File: src/common/dmaeis_pkg.sv
// Purpose: shared constants and types of the dma event and interrupt select block
// Assumes: 16-bit data memory mapped registers, one clock
// Notes:   field positions inside the subbank words are local choices
package dmaeis_pkg;
   // ---------------------------------------------------------------
   // register addresses and subbank layout
   // ---------------------------------------------------------------
   localparam logic [7:0] OFF_PRIO_EN   = 8'h54;
   localparam logic [7:0] OFF_SUB_PTR   = 8'h55;
   localparam logic [7:0] OFF_SUB_INC   = 8'h56;
   localparam logic [7:0] OFF_SUB_PLAIN = 8'h57;
   localparam int         NUM_CH        = 6;
   localparam int         REGS_PER_CH   = 5;
   localparam int         NUM_SUB       = NUM_CH * REGS_PER_CH;
   localparam int         SUB_ECOUNT    = 2;
   localparam int         SUB_SYNC_FC   = 3;
   localparam int         SUB_MODE      = 4;
   // ---------------------------------------------------------------
   // field positions and reset values
   // ---------------------------------------------------------------
   localparam int          PREC_ENABLE_LSB = 0;
   localparam int          PREC_PRIO_LSB   = 8;
   localparam int          PREC_ROUTE_LSB  = 14;
   localparam logic [15:0] PREC_RESET      = 16'h0000;
   localparam logic [15:0] SUB_RESET       = 16'h0000;
   localparam int          SFC_SYNC_LSB    = 12;
   localparam int          SFC_FRAME_LSB   = 0;
   localparam int          MODE_ABU_BIT    = 12;
   localparam int          MODE_IEN_BIT    = 13;
   localparam int          MODE_ITIM_BIT   = 14;
   localparam logic [1:0]  ROUTE_PORTS     = 2'h0;
   localparam logic [1:0]  ROUTE_CH23      = 2'h1;
   localparam logic [1:0]  ROUTE_CH0123    = 2'h2;
   // ---------------------------------------------------------------
   // types
   // ---------------------------------------------------------------
   typedef enum logic [3:0] {
      SYNC_NONE  = 4'h0,
      SYNC_P0_RX = 4'h1,
      SYNC_P0_TX = 4'h2,
      SYNC_P2_RX = 4'h3,
      SYNC_P2_TX = 4'h4,
      SYNC_P1_RX = 4'h5,
      SYNC_P1_TX = 4'h6,
      SYNC_TIMER = 4'hD,
      SYNC_EXT3  = 4'hE
   } dmaeis_sync_sel_t;
   typedef struct packed {
      logic p0_rx;
      logic p0_tx;
      logic p2_rx;
      logic p2_tx;
      logic p1_rx;
      logic p1_tx;
      logic timer;
      logic ext3;
   } dmaeis_sync_evt_t;
   typedef struct packed {
      logic p2_rx;
      logic p2_tx;
      logic p1_rx;
      logic p1_tx;
   } dmaeis_port_irq_t;
   typedef struct packed {
      logic line6;
      logic line7;
      logic line10;
      logic line11;
   } dmaeis_cpu_line_t;
endpackage : dmaeis_pkg

File: src/rtl/dmaeis_sync_select.sv
// Purpose: one channel's sync event selector
// Assumes: event inputs are one-clock pulses on the device clock
// Notes:   reserved codes select nothing
`timescale 1ns/1ns
module dmaeis_sync_select
   import dmaeis_pkg::*;
(
   input  wire logic             clock,
   input  wire logic             srst,
   input  wire logic [3:0]       sel,
   input  wire dmaeis_sync_evt_t events,
   output logic                  sync_req
);
   // ---------------------------------------------------------------
   // decode
   // ---------------------------------------------------------------
   function automatic logic pick(input logic [3:0] s, input dmaeis_sync_evt_t e);
      case (s)
         SYNC_P0_RX: pick = e.p0_rx;
         SYNC_P0_TX: pick = e.p0_tx;
         SYNC_P2_RX: pick = e.p2_rx;
         SYNC_P2_TX: pick = e.p2_tx;
         SYNC_P1_RX: pick = e.p1_rx;
         SYNC_P1_TX: pick = e.p1_tx;
         SYNC_TIMER: pick = e.timer;
         SYNC_EXT3:  pick = e.ext3;
         default:    pick = 1'b0;
      endcase
   endfunction : pick

   wire logic next_sync_req = pick(sel, events);

   always_ff @(posedge clock) begin
      if (srst) sync_req <= 1'b0;
      else sync_req <= next_sync_req;
   end

   // ---------------------------------------------------------------
   // checks
   // ---------------------------------------------------------------
   property p_no_sync;
      @(posedge clock) disable iff (srst) sel == 4'h0 |=> !sync_req;
   endproperty
   a_no_sync: assert property (p_no_sync) else $error("unsynced channel got event");
   property p_port0_rx;
      @(posedge clock) disable iff (srst) sel == 4'h1 |=> sync_req == $past(events.p0_rx);
   endproperty
   a_port0_rx: assert property (p_port0_rx) else $error("port0 rx not selected");
   property p_timer;
      @(posedge clock) disable iff (srst) sel == 4'hD |=> sync_req == $past(events.timer);
   endproperty
   a_timer: assert property (p_timer) else $error("timer event not selected");
endmodule : dmaeis_sync_select

File: src/rtl/dmaeis_top.sv
// Purpose: dma event pacing, channel interrupt timing and cpu interrupt routing
// Assumes: cpu data bus strobes and transfer engine pulses share this clock
// Notes:   external interrupt 3 is a pin and is resynchronised here
//
// Operation
// - interrupt enable bit clear means the channel never interrupts.
// - auto-buffer interrupts at full buffer, plus half buffer when timing bit set.
// - multi-frame with timing bit clear interrupts only at block completion.
// - multi-frame with timing bit set interrupts every frame end and block end.
// - four-bit sync select per channel, zero means unsynchronised.
// - codes one to six pick serial port 0, 2, 1 receive and transmit.
// - code D is timer, E external interrupt 3, others reserved.
// - each of the six channels has its own interrupt source.
// - channels 0 to 3 share cpu lines with ports, unrouted after reset.
// - routing 00 puts port 2 and port 1 interrupts on lines 6,7,10,11.
// - routing 01 keeps port 2 on 6,7 and channels 2,3 on 10,11.
// - routing 10 puts channels 0 to 3 on lines 6,7,10,11; 11 reserved.
// - registers at 54h, 55h, 56h and 57h.
// - auto-increment port bumps the subbank pointer, plain port leaves it.
// - element count drops per read, frame count at each multi-frame frame end but the last.
`timescale 1ns/1ns
module dmaeis_top
   import dmaeis_pkg::*;
#(
   parameter int ADDR_W = 16
)(
   input  wire logic              clock,
   input  wire logic              srst,
   input  wire logic [ADDR_W-1:0] mmr_addr,
   input  wire logic              mmr_rd,
   input  wire logic              mmr_wr,
   input  wire logic [15:0]       mmr_wdata,
   output logic [15:0]            mmr_rdata,
   input  wire dmaeis_sync_evt_t  sync_events,
   input  wire logic              ext_irq3_pin,
   input  wire logic [5:0]        xfer_read,
   input  wire dmaeis_port_irq_t  port_irqs,
   output logic [5:0]             sync_req,
   output logic [5:0]             chan_irq,
   output dmaeis_cpu_line_t       cpu_lines,
   output logic [5:0]             chan_enable,
   output logic [5:0]             chan_high_prio
);
   // ---------------------------------------------------------------
   // register port
   // ---------------------------------------------------------------
   logic [15:0] prio_en;
   logic [15:0] sub_ptr;
   logic [15:0] sub [NUM_SUB];
   logic [15:0] len [NUM_CH];
   wire logic       hit_prec  = mmr_addr == ADDR_W'(OFF_PRIO_EN);
   wire logic       hit_ptr   = mmr_addr == ADDR_W'(OFF_SUB_PTR);
   wire logic       hit_inc   = mmr_addr == ADDR_W'(OFF_SUB_INC);
   wire logic       hit_plain = mmr_addr == ADDR_W'(OFF_SUB_PLAIN);
   wire logic       sub_acc   = (hit_inc | hit_plain) & (mmr_rd | mmr_wr);
   wire logic       sub_valid = sub_ptr < 16'(NUM_SUB);
   wire logic [4:0] sub_idx   = sub_ptr[4:0];
   wire logic       sub_wr    = mmr_wr & (hit_inc | hit_plain) & sub_valid;
   wire logic [1:0] route     = prio_en[PREC_ROUTE_LSB +: 2];

   always_ff @(posedge clock) begin
      if (srst) begin
         prio_en <= PREC_RESET;
         sub_ptr <= SUB_RESET;
      end else begin
         if (mmr_wr && hit_prec) prio_en <= mmr_wdata;
         if (mmr_wr && hit_ptr) sub_ptr <= mmr_wdata;
         else if (sub_acc && hit_inc) sub_ptr <= sub_ptr + 16'h0001;
      end
   end

   wire logic [15:0] next_rdata = hit_prec ? prio_en :
                                  hit_ptr  ? sub_ptr :
                                  ((hit_inc | hit_plain) & sub_valid) ? sub[sub_idx] : 16'h0000;
   always_ff @(posedge clock) begin
      if (srst) mmr_rdata <= 16'h0000;
      else if (mmr_rd) mmr_rdata <= next_rdata;
   end

   assign chan_enable    = prio_en[PREC_ENABLE_LSB +: NUM_CH];
   assign chan_high_prio = prio_en[PREC_PRIO_LSB +: NUM_CH];

   // ---------------------------------------------------------------
   // external interrupt 3 resynchroniser
   // ---------------------------------------------------------------
   logic [2:0] ext_sync;
   logic       ext_level;
   logic       ext_level_d;
   always_ff @(posedge clock) begin
      if (srst) begin
         ext_sync    <= 3'h0;
         ext_level   <= 1'b0;
         ext_level_d <= 1'b0;
      end else begin
         ext_sync    <= {ext_sync[1:0], ext_irq3_pin};
         if (ext_sync[1] == ext_sync[2]) ext_level <= ext_sync[2];
         ext_level_d <= ext_level;
      end
   end
   dmaeis_sync_evt_t evt;
   always_comb begin
      evt      = sync_events;
      evt.ext3 = ext_level & ~ext_level_d;  // rising edge paces one transfer
   end

   // ---------------------------------------------------------------
   // per channel counting and interrupt timing
   // ---------------------------------------------------------------
   logic [15:0] next_ec [NUM_CH];
   logic [7:0]  next_fc [NUM_CH];
   logic [5:0]  irq_cond;
   genvar c;
   for (c = 0; c < NUM_CH; c++) begin : g_ch
      localparam int B = c * REGS_PER_CH;
      wire logic [15:0] ec     = sub[B + SUB_ECOUNT];
      wire logic [7:0]  fc     = sub[B + SUB_SYNC_FC][SFC_FRAME_LSB +: 8];
      wire logic        auto_buffer_mode    = sub[B + SUB_MODE][MODE_ABU_BIT];
      wire logic        ien    = sub[B + SUB_MODE][MODE_IEN_BIT];
      wire logic        itim   = sub[B + SUB_MODE][MODE_ITIM_BIT];
      wire logic [15:0] ec_dec = ec - 16'h0001;
      wire logic [15:0] half   = {1'b0, len[c][15:1]};
      wire logic        fr_end = xfer_read[c] & (ec_dec == 16'h0000);
      wire logic        blk    = fr_end & (auto_buffer_mode | (fc == 8'h00));
      wire logic        hbuf   = xfer_read[c] & auto_buffer_mode & (half != 16'h0000) & (ec_dec == half);
      // abu and every frame but the last reload; the last frame's end is the block end and holds zero
      assign next_ec[c]  = (fr_end && (auto_buffer_mode || fc != 8'h00)) ? len[c] : ec_dec;
      assign next_fc[c]  = (fr_end && !auto_buffer_mode && fc != 8'h00) ? fc - 8'h01 : fc;
      assign irq_cond[c] = ien & (auto_buffer_mode ? (blk | (itim & hbuf))
                                      : (itim ? fr_end : blk));
      dmaeis_sync_select u_sync (
         .clock    (clock),
         .srst     (srst),
         .sel      (sub[B + SUB_SYNC_FC][SFC_SYNC_LSB +: 4]),
         .events   (evt),
         .sync_req (sync_req[c])
      );
   end

   // software writes win over a transfer's count update in the same cycle
   always_ff @(posedge clock) begin
      for (int i = 0; i < NUM_SUB; i++) begin
         if (srst) sub[i] <= SUB_RESET;
         else if (sub_wr && sub_idx == 5'(i)) sub[i] <= mmr_wdata;
         else if (i % REGS_PER_CH == SUB_ECOUNT && xfer_read[i / REGS_PER_CH])
            sub[i] <= next_ec[i / REGS_PER_CH];
         else if (i % REGS_PER_CH == SUB_SYNC_FC && xfer_read[i / REGS_PER_CH])
            sub[i][7:0] <= next_fc[i / REGS_PER_CH];
      end
   end
   always_ff @(posedge clock) begin
      for (int k = 0; k < NUM_CH; k++) begin
         if (srst) len[k] <= SUB_RESET;
         else if (sub_wr && sub_idx == 5'(k * REGS_PER_CH + SUB_ECOUNT)) len[k] <= mmr_wdata;
      end
   end

   // ---------------------------------------------------------------
   // interrupt pulses and routing
   // ---------------------------------------------------------------
   dmaeis_cpu_line_t next_lines;
   always_comb begin
      next_lines = {port_irqs.p2_rx, port_irqs.p2_tx, port_irqs.p1_rx, port_irqs.p1_tx};
      // reserved code 11 behaves like reset routing
      if (route == ROUTE_CH23) begin
         next_lines.line10 = chan_irq[2];
         next_lines.line11 = chan_irq[3];
      end else if (route == ROUTE_CH0123) begin
         next_lines = {chan_irq[0], chan_irq[1], chan_irq[2], chan_irq[3]};
      end
   end
   always_ff @(posedge clock) begin
      if (srst) begin
         chan_irq  <= 6'h00;
         cpu_lines <= '0;
      end else begin
         chan_irq  <= irq_cond;
         cpu_lines <= next_lines;
      end
   end

   // ---------------------------------------------------------------
   // checks
   // ---------------------------------------------------------------
   wire logic [15:0] ec0   = sub[SUB_ECOUNT];
   wire logic [7:0]  fc0   = sub[SUB_SYNC_FC][7:0];
   wire logic [15:0] mode0 = sub[SUB_MODE];
   wire logic        hw0   = xfer_read[0] & ~sub_wr;
   property p_ien_off;
      @(posedge clock) disable iff (srst) !mode0[MODE_IEN_BIT] |=> !chan_irq[0];
   endproperty
   a_ien_off: assert property (p_ien_off) else $error("irq with enable clear");
   property p_abu_full;
      @(posedge clock) disable iff (srst)
         hw0 && mode0[MODE_ABU_BIT] && mode0[MODE_IEN_BIT] && ec0 == 16'h0001 |=> chan_irq[0];
   endproperty
   a_abu_full: assert property (p_abu_full) else $error("no full buffer irq");
   property p_mf_block;
      @(posedge clock) disable iff (srst)
         hw0 && !mode0[MODE_ABU_BIT] && mode0[MODE_IEN_BIT] && !mode0[MODE_ITIM_BIT]
         && ec0 == 16'h0001 |=> chan_irq[0] == ($past(fc0) == 8'h00);
   endproperty
   a_mf_block: assert property (p_mf_block) else $error("block irq wrong");
   property p_mf_frame;
      @(posedge clock) disable iff (srst)
         hw0 && !mode0[MODE_ABU_BIT] && mode0[MODE_IEN_BIT] && mode0[MODE_ITIM_BIT]
         && ec0 == 16'h0001 |=> chan_irq[0];
   endproperty
   a_mf_frame: assert property (p_mf_frame) else $error("no frame end irq");
   property p_route_ports;
      @(posedge clock) disable iff (srst)
         route == ROUTE_PORTS |=> cpu_lines.line10 == $past(port_irqs.p1_rx);
   endproperty
   a_route_ports: assert property (p_route_ports) else $error("line 10 not port1 rx");
   property p_route_ch23;
      @(posedge clock) disable iff (srst)
         route == ROUTE_CH23 |=> cpu_lines.line11 == $past(chan_irq[3])
                                 && cpu_lines.line6 == $past(port_irqs.p2_rx);
   endproperty
   a_route_ch23: assert property (p_route_ch23) else $error("routing 01 wrong");
   property p_route_all;
      @(posedge clock) disable iff (srst)
         route == ROUTE_CH0123 |=> cpu_lines.line6 == $past(chan_irq[0]);
   endproperty
   a_route_all: assert property (p_route_all) else $error("line 6 not channel 0");
   property p_ptr_inc;
      @(posedge clock) disable iff (srst)
         mmr_rd && hit_inc |=> sub_ptr == $past(sub_ptr) + 16'h0001;
   endproperty
   a_ptr_inc: assert property (p_ptr_inc) else $error("pointer not incremented");
   property p_ptr_hold;
      @(posedge clock) disable iff (srst) (mmr_rd || mmr_wr) && hit_plain |=> $stable(sub_ptr);
   endproperty
   a_ptr_hold: assert property (p_ptr_hold) else $error("plain port moved pointer");
   property p_ec_dec;
      @(posedge clock) disable iff (srst)
         hw0 && ec0 > 16'h0001 |=> ec0 == $past(ec0) - 16'h0001;
   endproperty
   a_ec_dec: assert property (p_ec_dec) else $error("element count not decremented");
   property p_ptr_read;
      @(posedge clock) disable iff (srst) mmr_rd && hit_ptr |=> mmr_rdata == $past(sub_ptr);
   endproperty
   a_ptr_read: assert property (p_ptr_read) else $error("pointer read wrong");
endmodule : dmaeis_top

File: config.mk
export PLATFORM = sky130hd
export DESIGN_NAME = dmaeis_top
export DESIGN_NICKNAME = d
export VERILOG_FILES = /design/src/common/dmaeis_pkg.sv /design/src/rtl/dmaeis_sync_select.sv /design/src/rtl/dmaeis_top.sv
export SDC_FILE = /design/constraint.sdc
export NUM_CORES = 1
export LEC_CHECK = 0
export BUFFER_PORTS_ARGS = -buffer_cell sky130_fd_sc_hd__buf_2
export CORE_MARGIN = 2
export CORE_UTILIZATION = 59
export CTS_BUF_LIST = sky130_fd_sc_hd__clkbuf_4 sky130_fd_sc_hd__clkbuf_8
export DETAILED_ROUTE_END_ITERATION = 12
export GPL_TIMING_DRIVEN = 0
export PLACE_DENSITY_LB_ADDON = 0.08
export REMOVE_ABC_BUFFERS = 1
export SYNTH_ARGS = -nofsm -noshare
export SYNTH_HDL_FRONTEND = slang
export SYNTH_SLANG_ARGS = --single-unit
File: constraint.sdc
create_clock -name clock -period 4 [get_ports clock]
set_clock_uncertainty 0.1 [all_clocks]
set_input_delay 0.6 -clock clock [delete_from_list [all_inputs] [get_ports clock]]
set_output_delay 0.6 -clock clock [all_outputs]
set_load 0.03 [all_outputs]
==> metrics.txt <==
outcome=finished with violations; failing checks=negative setup slack; Rel. slew slack=6.11%; num rows=90; post-synth cell types=85; share of layout cells above drive strength 1=16.6%; EDFF count, synth=~580; CTS tree=yes; Place WS=-1200 ps; wire per inst=approximately 27 um; average cell area after synthesis=11.6 um^2; initial core utilization=around three fifths; via count=26.6k; Final Setup Violations=57; Overflow after GRT=0; crit start category=flip-flop; worst min-delay path class=in2reg; Post-Syn Area=0.0359 mm^2; number of top-level pins=a little under 100; Die H=approximately 250 um; final slew viol count=0; crit path time final=4110 ps; Max-cap violations=0; GP Congestion=0.953; leading cell types in the layout, fill and taps excluded=edfxtp_1, and2_1, nor2_1; most common cell after layout, fill and taps aside=edfxtp_1; Cells after Synth=approximately 3.1k; Post-Synth Adder-Cell Area=0.802%; Worst EP required=4480 ps; final core area utilization=about two thirds; total number of yosys warnings=0; final cell count without fillers=3971; clk buf depth=3; largest net degree at the start of global routing=66; Post-Route WL=approximately 110000 um; vias per cell=about 6.7; DRT Pass-1 Iters=6; multiplexer area fraction after synthesis=around a tenth; fin area=0.0393 mm^2; Async SR Flop Fraction=0%; CP Capture Type=flip-flop; Final nets=3171; sequential cell area fraction in the yosys report=52.3%; Max rail drop VDD=0.000327 V; CTS buffer count=approximately 110; DP Wirelength=71800 um; area grow syn2layout=9.58%; initial antenna violation count=9; Crit Path Max Fanout=16; Routed Antenna Nets=0; Num Clock Sinks=650; Inst Count DP=3754; clk slew on worst S/H paths=60 ps; setup_tns=-2410 ps; area of the die=0.0628 mm^2; drt drc=0; total power=around 16 mW; Max H-tree Level=3; Final Hold Fails=0; first-pass GRT wire length=between 150000 and 200000 um; Worst Tran Pin Value=1370 ps; Pleak=14.1 nW; Synth Area in Simple Gates=19.3%; total track usage=34.5%; vias in the first global route=25.6k; initial DRC count=3173; post-synthesis compound-gate area fraction=9.03%; Hold Slack=30.9 ps; final setup margin=-106 ps; Primary FF master, synth=edfxtp_1; RSZ-0062 raised after global routing=true; largest family of logic cells by synthesized area=simple AND/OR/NAND/NOR gates; core area=0.0602 mm^2; Die W=251 um; crit path kind=reg2reg; Final period util=103%; Root Buffer=clkbuf_8; I/O Buffers=97; Clock Latency Late Sink=between 700 and 800 ps; layout filler cell count=4578; register bit total from synthesis=650; data arrival time of the worst path=4580 ps; Area after DPL=between 0.03 and 0.04 mm^2; XOR/XNOR Fraction of Synth Area=approximately 5.2%; fmax=244 MHz; power density cells=405 mW/mm^2
## layer usage
metal / wire (um) / global-route usage, %
met5: 33 / 0
met3: 12200 / 7.34
met1: 44900 / 50.6
met2: 47800 / 51.8
met4: 3270 / 11.1
## cell usage after synthesis (70+ instances only)
cell type / count / area share [%]
and2_1: 443 / 7.7
clkbuf_1: 183 / 1.9
dfxtp_1: 74 / 4.1
edfxtp_1: 576 / 48
inv_1: 70 / 0.73
mux4_2: 127 / 8.0
nand2_1: 159 / 1.7
nor2_1: 220 / 2.3
nor3_1: 75 / 1.0
o21ai_0: 134 / 1.9
xnor2_1: 119 / 2.9
xor2_1: 72 / 1.8
## what timing repair did
item	in CTS	in global routing
hold buffers	4	0
hold endpoints to repair	4	0
buffers inserted	6	1
cloned	0	0
pin swaps	3	0
endpoints found under the setup margin	145	378
gates resized for setup	20	15
## path summary, 6_finish.rpt
check / startpoint / to / slack (ps) / depth (start not counted)
setup reg to reg: sub_ptr[8] / sub[2][0] / -110 / 7
setup / recovery: sub_ptr[8] / sub[2][0] / -110 / 7
hold / removal: port_irqs[0] / cpu_lines[0] / 30 / 3
hold reg to reg: ext_sync[0] / ext_sync[1] / 360 / 1
## state kept, by name, summed over array words and instances (netlist names), named ones only
signal and flops:
ext_level_d 1, mmr_rdata 16, chan_irq 6, sub_ptr 16, ext_level 1, cpu_lines 4, len 96, prio_en 16
ext_sync 3, g_ch.u_sync.sync_req 6, sub 480
## cell type report
cell class | instances | area [um^2] | area share [%]
Sequential cell | 650 | 18800 | 47.8
Timing Repair Buffer | 125 | 886 | 2.25
Tap cell | 782 | 978 | 2.49
Clock inverter | 44 | 328 | 0.834
Inverter | 71 | 268 | 0.681
Antenna cell | 4 | 10.0 | 0.0255
Clock buffer | 158 | 1940 | 4.94
Multi-Input combinational cell | 2137 | 16100 | 41.0
## worst max-delay path, cell delays in order (launching register included)
cell,delay (ps)
dfxtp_1,410
nor4_1,330
o2111a_1,260
and3_1,330
nand4_1,910
nor2_1,1220
and2_1,250
o21bai_1,120
## cells by family after synthesis
family,Yosys count
flops,650
fa+ha+maj,23
xor+xnor,199
buf+inv,297
simple gates,1252
compound gates,466
mux,197
## power by group
group          internal (mW)  leakage (nW)  switching [mW]
Clock                   3.38          1.20            2.83
Sequential              7.71          6.46           0.383
Combinational          0.627          6.45           0.991
Total                   11.7          14.1            4.21
Note: power is estimated with default switching activity, not from simulation.
